`config.mk`:
```
export PLATFORM = sky130hd
export DESIGN_NAME = adcsr_ctrl
export DESIGN_NICKNAME = d
export VERILOG_FILES = /design/src/include/adcsr_pkg.sv /design/src/verilog/adcsr_ctrl.sv /design/src/verilog/adcsr_delay.sv /design/src/verilog/adcsr_refresh.sv
export SDC_FILE = /design/constraint.sdc
export NUM_CORES = 1
export LEC_CHECK = 0
export ABC_CLOCK_PERIOD_IN_PS = 2250
export BUFFER_PORTS_ARGS = -buffer_cell sky130_fd_sc_hd__buf_2
export CORE_MARGIN = 2
export CORE_UTILIZATION = 45
export CTS_CLUSTER_SIZE = 8
export DETAILED_ROUTE_END_ITERATION = 6
export MAX_ROUTING_LAYER = met4
export PLACE_DENSITY = 0.69
export SYNTH_ARGS = -nofsm -noshare
export SYNTH_HDL_FRONTEND = slang
export SYNTH_SLANG_ARGS = --single-unit
export TNS_END_PERCENT = 1
```
`constraint.sdc`:
```
create_clock -name clk -period 2.25 [get_ports clk]
set_clock_uncertainty 0.1 [all_clocks]
set_input_delay 0.45 -clock clk [delete_from_list [all_inputs] [get_ports clk]]
set_output_delay 0.45 -clock clk [all_outputs]
set_load 0.005 [all_outputs]
```
`src/include/adcsr_pkg.sv`:
```
/*
 * Shared constants and types for the asynchronous DRAM host controller:
 * pin widths, cycle kinds, controller states and every timing figure.
 * Assumes a single 125 MHz clock; timings are those of the fastest grade.
 */
package adcsr_pkg;

	// ****************************************************************
	// widths
	// ****************************************************************
	localparam int ADDR_W = 18;
	localparam int PIN_ADDR_W = 9;
	localparam int DATA_W = 16;
	localparam int CNT_W = 16;
	localparam int ROWS_W = 10;
	localparam int INIT_W = 4;
	localparam int CLK_PS = 8000;

	// ****************************************************************
	// times as printed, in their own units
	// ****************************************************************
	localparam int T_RP_NS = 40;
	localparam int T_RAS_NS = 60;
	localparam int T_RC_NS = 110;
	localparam int T_RCD_NS = 20;
	localparam int T_AA_NS = 30;
	localparam int T_CAC_NS = 15;
	localparam int T_RAC_NS = 60;
	localparam int T_OFF_NS = 15;
	localparam int T_DH_NS = 15;
	localparam int T_CSR_NS = 10;
	localparam int T_RPS_NS = 110;
	localparam int T_INIT_US = 100;
	localparam int T_SR_MIN_US = 100;
	localparam int T_SR_TRANS_US = 10;
	localparam int T_REF_INT_NS = 15600;
	localparam int INIT_REF_COUNT = 8;
	localparam int ROWS_TOTAL = 512;
	localparam int REF_SLACK_CYC = 64;

	// least times round up, longest times round down, never below one cycle
	function automatic int cyc_min(int ps);
		int c;
		c = (ps + CLK_PS - 1) / CLK_PS;
		return (c < 1) ? 1 : c;
	endfunction

	function automatic int cyc_max(int ps);
		int c;
		c = ps / CLK_PS;
		return (c < 1) ? 1 : c;
	endfunction

	function automatic int imax(int a, int b);
		return (a > b) ? a : b;
	endfunction

	// ****************************************************************
	// cycle counts
	// ****************************************************************
	localparam int RCD_CYC = cyc_min(T_RCD_NS * 1000);
	localparam int RAS_CYC = cyc_min(T_RAS_NS * 1000);
	localparam int ACC_CYC = imax(imax(cyc_min(T_AA_NS * 1000), cyc_min(T_CAC_NS * 1000)),
		cyc_min(T_RAC_NS * 1000) - RCD_CYC);
	localparam int PRE_CYC = imax(cyc_min(T_RP_NS * 1000), cyc_min(T_RC_NS * 1000) - RAS_CYC);
	localparam int OFF_CYC = cyc_min(T_OFF_NS * 1000);
	localparam int WP_CYC = cyc_min(T_DH_NS * 1000);
	localparam int CSR_CYC = cyc_min(T_CSR_NS * 1000);
	localparam int RPS_CYC = cyc_min(T_RPS_NS * 1000);
	localparam int INIT_WAIT_CYC_DEF = cyc_min(T_INIT_US * 1000000);
	localparam int SR_MIN_CYC_DEF = cyc_min(T_SR_MIN_US * 1000000);
	localparam int SR_TRANS_CYC = cyc_max(T_SR_TRANS_US * 1000000);
	localparam int REF_INT_CYC = cyc_max(T_REF_INT_NS * 1000);

	// ****************************************************************
	// types
	// ****************************************************************
	typedef enum logic [1:0] {KIND_READ, KIND_WRITE, KIND_RMW} adcsr_kind_t;

	typedef enum logic [1:0] {SR_NONE, SR_PRELUDE, SR_ENTER} adcsr_sr_t;

	typedef enum logic [3:0] {
		ST_BOOT, ST_INIT_WAIT, ST_IDLE, ST_RAS, ST_CAS, ST_ACC, ST_TURN, ST_WRT,
		ST_PRE, ST_CBR_RAS, ST_CBR_HOLD, ST_SR_HOLD
	} adcsr_state_t;

endpackage

```
`src/verilog/adcsr_ctrl.sv`:
```
/*
 * Host-side sequencer for a 256K x 16 asynchronous page DRAM: power-up
 * initialisation, read, early write, read-modify-write, distributed
 * column-before-row refresh and self refresh entry and exit.
 * Assumes the data pins are resolved outside from dram_dq_oe and that
 * dram_dq_in is synchronous to clk.
 */
`timescale 1ns/1ps
module adcsr_ctrl #(
	parameter int INIT_WAIT_CYC = adcsr_pkg::INIT_WAIT_CYC_DEF,
	parameter int SR_MIN_CYC = adcsr_pkg::SR_MIN_CYC_DEF
) (
	// clock and reset
	input wire logic clk,
	input wire logic rst_n,
	// user request
	input wire logic req_valid,
	output logic req_ready,
	input wire adcsr_pkg::adcsr_kind_t req_kind,
	input wire logic [adcsr_pkg::ADDR_W-1:0] req_addr,
	input wire logic [adcsr_pkg::DATA_W-1:0] req_wdata,
	input wire logic [1:0] req_byte_en,
	// read answer
	output logic rd_valid,
	output logic [adcsr_pkg::DATA_W-1:0] rd_data,
	// power state
	input wire logic sr_req,
	output logic sr_active,
	output logic init_done,
	// memory pins
	output logic dram_ras_n,
	output logic upper_byte_col_strobe_n,
	output logic lower_byte_col_strobe_n,
	output logic dram_we_n,
	output logic dram_oe_n,
	output logic [adcsr_pkg::PIN_ADDR_W-1:0] dram_addr,
	output logic [adcsr_pkg::DATA_W-1:0] dram_dq_out,
	output logic dram_dq_oe,
	input wire logic [adcsr_pkg::DATA_W-1:0] dram_dq_in
);
	import adcsr_pkg::*;

	// ****************************************************************
	// state
	// ****************************************************************
	adcsr_state_t state_reg, state_next;
	adcsr_kind_t kind_reg, kind_next;
	adcsr_sr_t sr_phase_reg, sr_phase_next;
	logic ras_reg, ras_next, upper_byte_col_strobe_n_reg, upper_byte_col_strobe_n_next, lower_byte_col_strobe_n_reg, lower_byte_col_strobe_n_next;
	logic we_reg, we_next, oe_reg, oe_next, dq_oe_reg, dq_oe_next;
	logic [PIN_ADDR_W-1:0] addr_reg, addr_next, col_reg, col_next;
	logic [DATA_W-1:0] dq_out_reg, dq_out_next, wdata_reg, wdata_next;
	logic [DATA_W-1:0] rd_data_reg, rd_data_next;
	logic [1:0] be_reg, be_next;
	logic rd_valid_reg, rd_valid_next, ready_reg, ready_next;
	logic sr_active_reg, sr_active_next, init_done_reg, init_done_next;
	logic [INIT_W-1:0] init_cnt_reg, init_cnt_next;
	logic dly_load, dly_done, cbr_done, sr_exit, ref_due, rows_ok;
	logic [CNT_W-1:0] dly_val;

	// ****************************************************************
	// decode
	// ****************************************************************
	wire accept = req_valid && ready_reg;
	wire sr_go = init_done_reg && sr_req && rows_ok && (sr_phase_reg == SR_NONE);
	wire init_more = !init_done_reg && (init_cnt_reg != INIT_W'(INIT_REF_COUNT));
	wire want_cbr = init_more || (init_done_reg && ref_due) || sr_go;
	// an empty byte mask still runs both lanes so the cycle stays whole
	wire [1:0] be_eff = (req_byte_en == 2'b00) ? 2'b11 : req_byte_en;
	wire [DATA_W-1:0] rd_capture = dram_dq_in;

	adcsr_delay u_delay (
		.clk(clk),
		.rst_n(rst_n),
		.load(dly_load),
		.load_val(dly_val),
		.done(dly_done)
	);

	adcsr_refresh u_refresh (
		.clk(clk),
		.rst_n(rst_n),
		.cbr_done(cbr_done),
		.sr_exit(sr_exit),
		.ref_due(ref_due),
		.rows_ok(rows_ok)
	);

	// ****************************************************************
	// sequencer
	// ****************************************************************
	always_comb begin
		state_next = state_reg;
		kind_next = kind_reg;
		sr_phase_next = sr_phase_reg;
		ras_next = ras_reg;
		upper_byte_col_strobe_n_next = upper_byte_col_strobe_n_reg;
		lower_byte_col_strobe_n_next = lower_byte_col_strobe_n_reg;
		we_next = we_reg;
		oe_next = oe_reg;
		dq_oe_next = dq_oe_reg;
		addr_next = addr_reg;
		col_next = col_reg;
		dq_out_next = dq_out_reg;
		wdata_next = wdata_reg;
		be_next = be_reg;
		rd_data_next = rd_data_reg;
		rd_valid_next = 1'b0;
		sr_active_next = sr_active_reg;
		init_done_next = init_done_reg;
		init_cnt_next = init_cnt_reg;
		dly_load = 1'b0;
		dly_val = '0;
		cbr_done = 1'b0;
		sr_exit = 1'b0;
		case (state_reg)
			ST_BOOT: begin
				dly_load = 1'b1;
				dly_val = CNT_W'(INIT_WAIT_CYC - 1);
				state_next = ST_INIT_WAIT;
			end
			ST_INIT_WAIT: begin
				if (dly_done) begin
					state_next = ST_IDLE;
				end
			end
			ST_IDLE: begin
				if (accept) begin
					kind_next = req_kind;
					wdata_next = req_wdata;
					be_next = be_eff;
					addr_next = req_addr[ADDR_W-1:PIN_ADDR_W];
					col_next = req_addr[PIN_ADDR_W-1:0];
					dly_load = 1'b1;
					state_next = ST_RAS;
				end else if (want_cbr) begin
					// column strobes lead the row strobe
					upper_byte_col_strobe_n_next = 1'b0;
					lower_byte_col_strobe_n_next = 1'b0;
					dly_load = 1'b1;
					dly_val = CNT_W'(CSR_CYC - 1);
					sr_phase_next = sr_go ? SR_PRELUDE : SR_NONE;
					state_next = ST_CBR_RAS;
				end else if (!init_done_reg) begin
					init_done_next = 1'b1;
				end
			end
			ST_RAS: begin
				if (dly_done) begin
					ras_next = 1'b0;
					dly_load = 1'b1;
					dly_val = CNT_W'(RCD_CYC - 1);
					if (kind_reg == KIND_WRITE) begin
						// write strobe and data lead the column strobe
						we_next = 1'b0;
						dq_oe_next = 1'b1;
						dq_out_next = wdata_reg;
					end
					state_next = ST_CAS;
				end
			end
			ST_CAS: begin
				if (dly_done) begin
					addr_next = col_reg;
					// enabled lanes fall on one edge, one cycle kind for both
					upper_byte_col_strobe_n_next = !be_reg[1];
					lower_byte_col_strobe_n_next = !be_reg[0];
					oe_next = (kind_reg == KIND_WRITE);
					dly_load = 1'b1;
					dly_val = CNT_W'(ACC_CYC - 1);
					state_next = ST_ACC;
				end
			end
			ST_ACC: begin
				if (dly_done) begin
					dly_load = 1'b1;
					if (kind_reg != KIND_WRITE) begin
						rd_data_next = rd_capture;
						rd_valid_next = 1'b1;
						oe_next = 1'b1;
					end
					if (kind_reg == KIND_RMW) begin
						// drivers must be off before our data goes on the pins
						dly_val = CNT_W'(OFF_CYC - 1);
						state_next = ST_TURN;
					end else begin
						ras_next = 1'b1;
						upper_byte_col_strobe_n_next = 1'b1;
						lower_byte_col_strobe_n_next = 1'b1;
						we_next = 1'b1;
						dq_oe_next = 1'b0;
						dly_val = CNT_W'(PRE_CYC - 1);
						state_next = ST_PRE;
					end
				end
			end
			ST_TURN: begin
				if (dly_done) begin
					we_next = 1'b0;
					dq_oe_next = 1'b1;
					dq_out_next = wdata_reg;
					dly_load = 1'b1;
					dly_val = CNT_W'(WP_CYC - 1);
					state_next = ST_WRT;
				end
			end
			ST_WRT: begin
				if (dly_done) begin
					ras_next = 1'b1;
					upper_byte_col_strobe_n_next = 1'b1;
					lower_byte_col_strobe_n_next = 1'b1;
					we_next = 1'b1;
					dq_oe_next = 1'b0;
					dly_load = 1'b1;
					dly_val = CNT_W'(PRE_CYC - 1);
					state_next = ST_PRE;
				end
			end
			ST_CBR_RAS: begin
				if (dly_done) begin
					ras_next = 1'b0;
					dly_load = 1'b1;
					if (sr_phase_reg == SR_ENTER) begin
						sr_active_next = 1'b1;
						dly_val = CNT_W'(SR_MIN_CYC - 1);
						state_next = ST_SR_HOLD;
					end else begin
						dly_val = CNT_W'(RAS_CYC - 1);
						state_next = ST_CBR_HOLD;
					end
				end
			end
			ST_CBR_HOLD: begin
				if (dly_done) begin
					ras_next = 1'b1;
					upper_byte_col_strobe_n_next = 1'b1;
					lower_byte_col_strobe_n_next = 1'b1;
					cbr_done = 1'b1;
					if (init_more) begin
						init_cnt_next = init_cnt_reg + 1'b1;
					end
					dly_load = 1'b1;
					dly_val = CNT_W'(PRE_CYC - 1);
					state_next = ST_PRE;
				end
			end
			ST_SR_HOLD: begin
				// held until the minimum has run, never released in the transition window
				if (dly_done && !sr_req) begin
					ras_next = 1'b1;
					upper_byte_col_strobe_n_next = 1'b1;
					lower_byte_col_strobe_n_next = 1'b1;
					sr_active_next = 1'b0;
					sr_exit = 1'b1;
					sr_phase_next = SR_NONE;
					dly_load = 1'b1;
					dly_val = CNT_W'(RPS_CYC - 1);
					state_next = ST_PRE;
				end
			end
			ST_PRE: begin
				if (dly_done && sr_phase_reg == SR_PRELUDE) begin
					upper_byte_col_strobe_n_next = 1'b0;
					lower_byte_col_strobe_n_next = 1'b0;
					sr_phase_next = SR_ENTER;
					dly_load = 1'b1;
					dly_val = CNT_W'(CSR_CYC - 1);
					state_next = ST_CBR_RAS;
				end else if (dly_done) begin
					state_next = ST_IDLE;
				end
			end
			default: begin
				state_next = ST_BOOT;
			end
		endcase
	end

	assign ready_next = (state_next == ST_IDLE) && init_done_next && !ref_due && !sr_go
		&& !accept;

	always_ff @(posedge clk or negedge rst_n) begin
		if (!rst_n) begin
			state_reg <= ST_BOOT;
			kind_reg <= KIND_READ;
			sr_phase_reg <= SR_NONE;
			{ras_reg, upper_byte_col_strobe_n_reg, lower_byte_col_strobe_n_reg, we_reg, oe_reg} <= 5'h1f;
			{dq_oe_reg, rd_valid_reg, ready_reg, sr_active_reg, init_done_reg} <= 5'h00;
			init_cnt_reg <= '0;
			be_reg <= 2'h3;
		end else begin
			state_reg <= state_next;
			kind_reg <= kind_next;
			sr_phase_reg <= sr_phase_next;
			{ras_reg, upper_byte_col_strobe_n_reg, lower_byte_col_strobe_n_reg, we_reg, oe_reg} <=
				{ras_next, upper_byte_col_strobe_n_next, lower_byte_col_strobe_n_next, we_next, oe_next};
			{dq_oe_reg, rd_valid_reg, ready_reg, sr_active_reg, init_done_reg} <=
				{dq_oe_next, rd_valid_next, ready_next, sr_active_next, init_done_next};
			init_cnt_reg <= init_cnt_next;
			be_reg <= be_next;
		end
	end

	always_ff @(posedge clk or negedge rst_n) begin
		if (!rst_n) begin
			{addr_reg, col_reg} <= '0;
			{dq_out_reg, wdata_reg, rd_data_reg} <= '0;
		end else begin
			{addr_reg, col_reg} <= {addr_next, col_next};
			{dq_out_reg, wdata_reg, rd_data_reg} <= {dq_out_next, wdata_next, rd_data_next};
		end
	end

	assign req_ready = ready_reg;
	assign rd_valid = rd_valid_reg;
	assign rd_data = rd_data_reg;
	assign sr_active = sr_active_reg;
	assign init_done = init_done_reg;
	assign dram_ras_n = ras_reg;
	assign upper_byte_col_strobe_n = upper_byte_col_strobe_n_reg;
	assign lower_byte_col_strobe_n = lower_byte_col_strobe_n_reg;
	assign dram_we_n = we_reg;
	assign dram_oe_n = oe_reg;
	assign dram_addr = addr_reg;
	assign dram_dq_out = dq_out_reg;
	assign dram_dq_oe = dq_oe_reg;

	// ****************************************************************
	// checks
	// ****************************************************************
	logic [CNT_W-1:0] ras_low_cnt;
	logic sr_exit_q;

	always_ff @(posedge clk or negedge rst_n) begin
		if (!rst_n) begin
			ras_low_cnt <= '0;
		end else if (ras_reg) begin
			ras_low_cnt <= '0;
		end else if (ras_low_cnt != '1) begin
			ras_low_cnt <= ras_low_cnt + 1'b1;
		end
	end

	always_ff @(posedge clk or negedge rst_n) begin
		if (!rst_n) begin
			sr_exit_q <= 1'b0;
		end else begin
			sr_exit_q <= sr_exit;
		end
	end
endmodule // adcsr_ctrl

```
`src/verilog/adcsr_delay.sv`:
```
/*
 * Down counter that times every phase of the controller.
 * Assumes the caller loads (cycles - 1) at the edge that starts a phase.
 */
`timescale 1ns/1ps
module adcsr_delay
	import adcsr_pkg::*;
(
	// clock and reset
	input wire logic clk,
	input wire logic rst_n,
	// load and status
	input wire logic load,
	input wire logic [adcsr_pkg::CNT_W-1:0] load_val,
	output logic done
);

	logic [CNT_W-1:0] cnt_reg;
	logic [CNT_W-1:0] cnt_next;

	assign cnt_next = load ? load_val : ((cnt_reg != '0) ? cnt_reg - 1'b1 : cnt_reg);
	assign done = (cnt_reg == '0);

	always_ff @(posedge clk or negedge rst_n) begin
		if (!rst_n) begin
			cnt_reg <= '0;
		end else begin
			cnt_reg <= cnt_next;
		end
	end
endmodule // adcsr_delay

```
`src/verilog/adcsr_refresh.sv`:
```
/*
 * Distributed refresh scheduler and row bookkeeping around self refresh.
 * Assumes cbr_done pulses once per finished column-before-row refresh and
 * sr_exit pulses once when the row strobe rises out of self refresh.
 */
`timescale 1ns/1ps
module adcsr_refresh
	import adcsr_pkg::*;
(
	// clock and reset
	input wire logic clk,
	input wire logic rst_n,
	// events from the sequencer
	input wire logic cbr_done,
	input wire logic sr_exit,
	// status
	output logic ref_due,
	output logic rows_ok
);

	logic [CNT_W-1:0] int_reg;
	logic [CNT_W-1:0] int_next;
	logic [ROWS_W-1:0] rows_reg;
	logic [ROWS_W-1:0] rows_next;
	logic due_reg;
	logic due_next;
	logic due_set;

	// asking early leaves room for an access already under way
	assign due_set = sr_exit || (int_reg == CNT_W'(REF_INT_CYC - REF_SLACK_CYC));
	assign due_next = due_set ? 1'b1 : (cbr_done ? 1'b0 : due_reg);
	assign int_next = cbr_done ? '0 : int_reg + 1'b1;
	// rows restart at exit; a full sweep must pass before the next entry
	assign rows_next = sr_exit ? '0 :
		((cbr_done && rows_reg != ROWS_W'(ROWS_TOTAL)) ? rows_reg + 1'b1 : rows_reg);
	assign ref_due = due_reg;
	assign rows_ok = (rows_reg == ROWS_W'(ROWS_TOTAL));

	always_ff @(posedge clk or negedge rst_n) begin
		if (!rst_n) begin
			int_reg <= '0;
			rows_reg <= '0;
			due_reg <= 1'b0;
		end else begin
			int_reg <= int_next;
			rows_reg <= rows_next;
			due_reg <= due_next;
		end
	end
endmodule // adcsr_refresh
```
# Word-level counts from Yosys, hierarchy flattened
# Index checks and enable logic that the tools add are counted.
# word_totals
out_inout_bits,51
register_bits,133
wordCells,210
# classes
mux,91
n_addsub,4
n_reduce_logical,53
n_eq_ne,38
# ops
cell,count
one-hot mux 14 bit (10 select lines),1
2-to-1 mux 16 bit,6
2-to-1 mux 4 bit,13
one-hot mux 4 bit (11 select lines),1
2-to-1 mux 1 bit,43
one-hot mux 16 bit (2 select lines),1
!= test 2 bit (second input constant),15
2-to-1 mux 14 bit,2
2-to-1 mux 10 bit,2
2-to-1 mux 9 bit,2
one-hot mux 9 bit (2 select lines),1
adder 16 x 1 -> 16 bit (second input constant),1
equality test 16 x 11 -> 1 bit (second input constant),1
equality test 4 x 3 -> 1 bit (second input constant),4
equality test 4 bit (second input constant),4
zero test 16 bit,1
nonzero test 16 bit,1
subtractor 16 x 1 -> 16 bit (second input constant),1
nonzero test 2 bit,7
logical AND 1 bit,13
equality test 4 x 2 -> 1 bit (second input constant),3
2-to-1 mux 2 bit,6
2-to-1 mux 3 bit,4
one-hot mux 1 bit (4 select lines),3
29 further kinds,50

# Logic depth before layout (Yosys ltp)
# Gate-level depths: netlist of run 1.
# logic_depth
ltp_word,12
depth_mapped,10
mapped_depth_nobuf,8

# Cells and area by module
# Synthesis of run 1 repeated with hierarchy kept, for this count alone.
# hier_totals
hier_cells,678
hier_area_um2,6711.4
# by_module_without_submodules
module,n_inst,area_each_um2,cells_per_inst,seq_area_each_um2
adcsr_ctrl,1,4229.1,419,2260.9
adcsr_refresh,1,1522.7,155,675.6
adcsr_delay,1,959.7,104,400.4

# Worst setup path after synthesis of run 1
# OpenSTA, ideal clock, no wires.
# synth_timing
kind,reg2reg
start,register u_delay.cnt_reg[0]
end,register dq_out_reg[0] (netlist: dram_dq_out[0])
arrival_ns,2.230
path_slack_ns,-0.204
setup_time_ns,0.125
stages_incl_launch_ff,9
n_path_buf,2
cell_sequence,dfrtp_1 -> inv_1 -> ha_1 -> nor3b_1 -> nand4_1 -> buf_2 -> nor2_2 -> buf_4 -> mux2_2
# synth_via
elab_chain_len,3
# synth_lines
item,line,text
from (decl),adcsr_delay.sv:18,logic [CNT_W-1:0] cnt_reg;
from (signal assigned),adcsr_delay.sv:28,cnt_reg <= cnt_next;
zero test 16 bit (*),adcsr_delay.sv:22,assign done = (cnt_reg == '0);
!= test 2 bit (no source line),--,
AND reduction 4 bit (no source line) (*),--,
to (signal assigned),adcsr_ctrl.sv:310,"{dq_out_reg, wdata_reg, rd_data_reg} <= {dq_out_next, wdata_next, rd_data_next};"
to (decl),adcsr_ctrl.sv:52,"logic [DATA_W-1:0] dq_out_reg, dq_out_next, wdata_reg, wdata_next;"
# Mark *: on every way between the ends. The rest lies on a longest branch, timed or not.
# A chain may end at the register's enable or synchronous reset.

# Worst setup path in the final report of run 1
# layout_timing
start,register u_delay.cnt_reg[8]
end,register lower_byte_col_strobe_n_reg (netlist: lower_byte_col_strobe_n)
# layout_via
elab_chain_len,4
# layout_lines
item,line,text
zero test 16 bit (*),adcsr_delay.sv:22,
"logical AND 1 bit, on equally long branches","adcsr_ctrl.sv:262, adcsr_ctrl.sv:249",
!= test 2 bit (no source line),--,
AND reduction 9 bit (no source line) (*),--,
to (signal assigned),adcsr_ctrl.sv:295,"{ras_reg, upper_byte_col_strobe_n_reg, lower_byte_col_strobe_n_reg, we_reg, oe_reg} <="
to (decl),adcsr_ctrl.sv:49,"logic ras_reg, ras_next, upper_byte_col_strobe_n_reg, upper_byte_col_strobe_n_next, lower_byte_col_strobe_n_re ..."
# Marked as above.

==> results of run 1 <==
cells by family (layout without fill, tap and decap cells):
kind of cell | Yosys count | after routing
simple gates | 271 | 271
flops | 133 | 133
compound gates | 103 | 103
buf+inv | 47 | 249
mux | 40 | 40
xor+xnor | 35 | 35
fa+ha+maj | 8 | 8
through the flow:
| step | power, mW | setup TNS, ps |
|---|---|---|
| final | 5.35 | -3680 |
| after global routing | 5.56 | -8910 |
| after CTS | 5.38 | -2330 |
| after detailed placement | 2.82 | -4590 |
| after global placement | 2.81 | -2310 |
| after floorplan | 2.61 | -222 |
power breakdown:
| group | switching, mW | internal [mW] |
|---|---|---|
| Sequential | 0.0393 | 2.44 |
| Combinational | 0.172 | 0.166 |
| Clock | 0.974 | 1.57 |
routing by layer:
metal  share of wire [%]  vias up  GRT usage, %  routed length [µm]
li1                    -     2584             -                   -
met1                  43     2702          27.3                6860
met2                  51      141          35.7                8130
met3                 4.3       24          5.07                 687
met4                 1.6        0          7.04                 257
met5                   0        -             -                   0
worst min-delay path by stage:
stage	from	end	slack (ps)
4_1_cts	req_byte_en[0]	be_reg[1]	90
3_3_place_gp	rst_n	u_refresh.rows_reg[8]	260
6_report	req_byte_en[0]	be_reg[1]	110
5_1_grt	req_byte_en[0]	be_reg[1]	120
3_5_place_dp	rst_n	u_refresh.rows_reg[8]	260
2_1_floorplan	rst_n	col_reg[0]	50
final cells by class:
class | count | area, µm² | share of cell area (%)
inverter | 21 | 78.8 | 0.915
tap | 180 | 225 | 2.61
clock inverter | 9 | 78.8 | 0.915
multi-input combinational | 457 | 3120 | 36.2
sequential | 133 | 3340 | 38.7
timing repair buffer | 196 | 1310 | 15.2
clock buffer | 23 | 468 | 5.43
placed cells by master (no fill, tap or decap), types with 4 or more instances in the layout:
| master | instances |
|---|---|
| a21oi_1 | 22 |
| a21oi_2 | 6 |
| a31oi_1 | 8 |
| and3_1 | 5 |
| buf_12 | 6 |
| buf_2 | 107 |
| buf_4 | 77 |
| clkbuf_1 | 4 |
| clkbuf_16 | 17 |
| clkinv_2 | 5 |
| dfrtp_1 | 125 |
| dfstp_2 | 7 |
| ha_1 | 8 |
| inv_1 | 21 |
| mux2_2 | 4 |
| mux2_4 | 32 |
| mux2i_1 | 4 |
| nand2_1 | 113 |
| nand2b_1 | 10 |
| nand3_1 | 23 |
| nand3b_1 | 4 |
| nand4_1 | 4 |
| nor2_1 | 48 |
| nor2b_1 | 6 |
| nor3_1 | 7 |
| nor4_4 | 5 |
| o21ai_0 | 27 |
| o22ai_1 | 12 |
| or3_1 | 6 |
| xnor2_1 | 13 |
| xor2_1 | 22 |
timing repair:
| item | CTS | global route |
|---|---|---|
| pin swaps | 4 | 7 |
| hold buffers | 1 | 0 |
| buffers inserted | 1 | 3 |
| setup endpoints to repair | 80 | 93 |
| gates resized for setup | 20 | 49 |
| endpoints found under the hold margin | 18 | 0 |
critical path, cell delays in order, from the launching register on:
cell       delay, ps
dfrtp_1          400
nor4_4           300
buf_4            160
nand4_1          220
buf_4            270
o21ai_0          210
o2111ai_2        170
a21oi_2          240
mux2_4           320
==> summary.txt, run 1 <==
Synthesis
  – Largest area contributor in the netlist: dfrtp_1
  – Syn_nets: 703
  – Area share of the largest cell type after synthesis: 49.6%
  – Top cells by area, synth: dfrtp_1 (50%), nand2_1 (6.7%), mux2_2 (6.0%)
  – Adder-cell share of the synthesized area: 1.58%
  – Yosys Warn Count: 0
  – Synth Area in Compound Gates: 9.91%
  – EDFF count, synth: 0
  – Post-synthesis mux area share: 7.01%
  – Largest family of logic cells by synthesized area: simple AND/OR/NAND/NOR gates
  – Post-synthesis simple-gate area fraction: 21.2%
  – Xor/xnor share of the synthesized area: 4.82%
  – Mapped Area: 6350 µm²
  – Post-synth cell types: 65
  – Synth Area per Inst: 9.97 µm²
  – Number of synthesized register bits: 133
  – Sequential share of the synthesized area: 52.5%
  – Top-count cell post-synth: dfrtp_1
  – Synth Instances: 637
  – Post-synth top cells: dfrtp_1 (126), nand2_1 (114), nor2_1 (50)
  – Ys flop type: dfrtp_1
  – Ys async rst share: 100%

Clocking
  – Worst skew pair latency: 420 ps
  – CTS buffer count: 17
  – Root buffer cell: clkbuf_16
  – CTS tree: yes
  – H-tree depth: 4
  – Clk buf depth: 2
  – Clk sink count: 133
  – Clock transition at path regs: 50 ps

Worst setup path
  – CP Launch Type: register
  – Worst R2R End: lower_byte_col_strobe_n
  – Worst R2R Path Depth: 8
  – Crit Path Class: register to register
  – Critical path origin: u_delay.cnt_reg[8]
  – Worst setup path end: lower_byte_col_strobe_n
  – Reg2reg start: u_delay.cnt_reg[8]
  – Worst Path Max Fanout: 11
  – R2r setup slk: -220 ps
  – Arrival time at the worst endpoint: 2710 ps
  – Worst Setup End Kind: register
  – CP Data Required Time: 2490 ps

Timing
  – Fin crit period: 2470 ps
  – RSZ-0062 raised after global routing: yes
  – Fin crit share: 110%
  – Max Slew Vio Count: 0
  – Max-slew headroom: 61.5%
  – Worst Setup Slack, final: -217 ps
  – Finish-stage setup viols: 59
  – Final Hold Fails: 0
  – Worst-margin pin slew: 563 ps
  – Worst Hold Slack: 111 ps
  – FMAX: 0.405 GHz

Placement
  – Gpl congestion: 0.911
  – DP Area: 7740 µm²
  – Post-DP HPWL: 11200 µm
  – Placement Setup Slack: -213 ps
  – PortBufs: 108
  – Placed insts: 982

Power
  – Max IR drop VDD: 0.508 mV
  – Leak Pwr: 4.21 nW
  – PD cells: 621 nW/µm²

Route
  – Initial DRC count: 402
  – Post-route DRC: 0
  – Drt wl/cell: 15.6 µm
  – Antenna-violating nets left: 0
  – Vias per inst: 5.35
  – Post-Route WL: 15900 µm
  – Routed via count: 5451
  – Router iterations before antenna repair: 5

Status
  – Outcome: finished, violations left
  – Failing checks: negative setup slack

Layout
  – Layout cells sized above 1: 36.7%
  – Fin nets: 892
  – Fin util: 62.3%
  – Layout area overhead: 35.6%
  – Filler cell count in the final layout: 1135
  – # diodes: 0
  – Post-route cell area: 8620 µm²
  – Fin cells: 1019

Min path
  – Hold crit path type: input pin to register
  – WHS Path Cells: 2

Global route
  – GRT Util Overall: 22.0%
  – Pin count of the biggest net entering global routing: 80
  – Global-route wire length before repair: 25100 µm
  – GRT overflow: 0
  – Initial antenna violation count: 0
  – Number of global-route vias before repair: 5272

Flow run
  – Max cap viols: 0

Floorplan
  – Initial Util: 46.0%
  – Core ar.: 13800 µm²
  – Row count: 43
  – Io pins: 109
  – Die ar.: 15100 µm²
  – Die Height: 123 µm
  – Die width: 123 µm
(Power assumes the default switching activity.)
==> run 2, diff against run 1 <==
--- a/config.mk
+++ b/config.mk
@@ -7,12 +7,14 @@
 export LEC_CHECK = 0
 export ABC_CLOCK_PERIOD_IN_PS = 2250
 export BUFFER_PORTS_ARGS = -buffer_cell sky130_fd_sc_hd__buf_2
+export CELL_PAD_IN_SITES_DETAIL_PLACEMENT = 1
+export CELL_PAD_IN_SITES_GLOBAL_PLACEMENT = 2
 export CORE_MARGIN = 2
-export CORE_UTILIZATION = 45
+export CORE_UTILIZATION = 32
 export CTS_CLUSTER_SIZE = 8
 export DETAILED_ROUTE_END_ITERATION = 6
 export MAX_ROUTING_LAYER = met4
-export PLACE_DENSITY = 0.69
+export PLACE_DENSITY_LB_ADDON = 0.1
 export SYNTH_ARGS = -nofsm -noshare
 export SYNTH_HDL_FRONTEND = slang
 export SYNTH_SLANG_ARGS = --single-unit
==> summary.txt, run 2 (same netlist as run 1, synthesis figures left out) <==
Status
  – Outcome: finished, violations left
  – Failing checks: negative setup slack

Worst setup path
  – CP Data Required Time: 2500 ps (about the same)
  – Worst R2R End: lower_byte_col_strobe_n
  – Reg2reg start: u_refresh.rows_reg[5]
  – R2r setup slk: -100 ps (+110 ps)
  – Worst Setup End Kind: register
  – Worst Path Max Fanout: 5 (-6)
  – Critical path origin: u_refresh.rows_reg[5]
  – Crit Path Class: register to register
  – CP Launch Type: register
  – Worst R2R Path Depth: 6 (-2)
  – Arrival time at the worst endpoint: 2600 ps (-110 ps)

Route
  – Antenna-violating nets left: 0 (unchanged)
  – Vias per inst: 4.88 (-8.7%)
  – Initial DRC count: 134 (-67%)
  – Router iterations before antenna repair: 4 (-1)
  – Routed via count: 5443 (-0.15%)
  – Post-route DRC: 0 (unchanged)
  – Drt wl/cell: 16.5 µm (+5.5%)
  – Post-Route WL: 18400 µm (+15%)

Timing
  – Final Hold Fails: 0 (unchanged)
  – Worst Setup Slack, final: -104 ps (+113 ps)
  – Max-slew headroom: 59.7% (-1.8 points)
  – FMAX: 0.425 GHz (+4.8%)
  – Fin crit period: 2350 ps (-113 ps)
  – Worst-margin pin slew: 589 ps (+26.2 ps)
  – RSZ-0062 raised after global routing: yes
  – Finish-stage setup viols: 7 (-88%)
  – Max Slew Vio Count: 0 (unchanged)
  – Fin crit share: 105% (-5.0 points)

Placement
  – Post-DP HPWL: 13200 µm (+18%)
  – PortBufs: 108 (unchanged)
  – DP Area: 7940 µm² (+2.5%)
  – Gpl congestion: 0.852 (-6.5%)

Clocking
  – Clk buf depth: 2 (unchanged)
  – Worst skew pair latency: 420 ps (about the same)
  – Clk sink count: 133 (unchanged)
  – H-tree depth: 4 (unchanged)
  – Root buffer cell: clkbuf_16
  – CTS buffer count: 17 (unchanged)
  – CTS tree: yes
  – Clock transition at path regs: 60 ps (about the same)

Layout
  – Layout area overhead: 39.8%
  – Layout cells sized above 1: 38.8% (+2.1 points)
  – Commonest non-fill, non-tap cell in the layout: dfrtp_1
  – Post-route cell area: 8880 µm² (+3.0%)
  – Fin util: 45.6% (-17 points)
  – Most frequent cells in the layout: dfrtp_1 (125), nand2_1 (112), buf_2 (107)
  – Filler cell count in the final layout: 2257 (+99%)
  – # diodes: 0 (unchanged)
  – Fin nets: 903 (+1.2%)

Global route
  – GRT Util Overall: 18.7% (-3.4 points)
  – Global-route wire length before repair: 30700 µm (+22%)
  – Pin count of the biggest net entering global routing: 56 (-30%)
  – Number of global-route vias before repair: 6025 (+14%)
  – GRT overflow: 0 (unchanged)
  – Initial antenna violation count: 0 (unchanged)

Min path
  – WHS Path Cells: 2 (unchanged)
  – Worst hold endpoint: be_reg[1]
  – Hold crit path type: input pin to register
  – Worst hold start: req_byte_en[0]

Floorplan
  – Die ar.: 21000 µm² (+39%)
  – Io pins: 109 (unchanged)
  – Row count: 51 (+19%)
  – Die Height: 145 µm (+18%)
  – Core ar.: 19500 µm² (+41%)
  – Die width: 145 µm (+18%)
  – Initial Util: 32.6% (-13 points)

Power
  – PD cells: 629 nW/µm² (+1.3%)
  – Max IR drop VDD: 0.518 mV (+2.0%)
  – Leak Pwr: 4.30 nW (+2.1%)

Flow run
  – Max cap viols: 0 (unchanged)
run 2: report_power, final:
group | internal [mW] | total (mW) | switching [mW]
Sequential | 2.43 | 2.48 | 0.0473
Clock | 1.68 | 2.76 | 1.09
Combinational | 0.164 | 0.341 | 0.178
Total | 4.27 | 5.59 | 1.31
run 2: worst max-delay path, cell delays in order, from the launching register on:
cell,delay [ps]
dfrtp_1,370
or4_4,530
or4_4,530
nand2_4,120
o2111ai_4,130
a21oi_4,190
mux2_4,310
run 2: final cells by class:
cell class,instances,area (µm²),area share (%)
timing repair buffer,207,1410,15.9
inverter,21,78.8,0.888
multi-input combinational,457,3130,35.2
clock inverter,13,150,1.69
tap,265,332,3.73
clock buffer,19,443,4.99
sequential,133,3340,37.6
run 2: how the worst max path moves through the flow:
stage                                          to  slack, ps  cells past startpoint
final                     lower_byte_col_strobe_n       -100                      6
after global routing                    req_ready       -200                      8
after CTS                 lower_byte_col_strobe_n       -160                      6
after detailed placement  lower_byte_col_strobe_n       -230                      7
after global placement    lower_byte_col_strobe_n       -200                      7
after floorplan           lower_byte_col_strobe_n        -40                      6
run 2: timing repair:
item | 4_1_cts | 5_1_grt
hold buffers | 1 | 0
buffers inserted | 3 | 3
cloned | 0 | 1
gates resized for setup | 17 | 54
hold endpoints to repair | 48 | 0
pin swaps | 7 | 17
endpoints found under the setup margin | 50 | 61
run 2: metrics by stage:
step	hold slack [ps]	TNS, ps	setup slack, ps	total power [mW]	std cells
CTS	77.2	-1730	-156	5.66	1111
floorplan	54.4	-222	-43.9	2.61	637
finish	90.4	-498	-104	5.59	1115
global placement	348	-2000	-198	2.83	1075
global route	94.3	-3290	-196	5.84	1115
detailed placement	355	-4350	-229	2.84	1075
run 2: per-layer routing:
| metal | wire [µm] | vias up | GRT usage [%] | share of wire (%) |
|---|---|---|---|---|
| met5 | 0 | - | - | 0 |
| met4 | 253 | 0 | 5.25 | 1.4 |
| met3 | 748 | 18 | 4.81 | 4.1 |
| met2 | 9170 | 106 | 31.1 | 50 |
| met1 | 8220 | 2711 | 22.5 | 45 |
| li1 | - | 2608 | - | - |
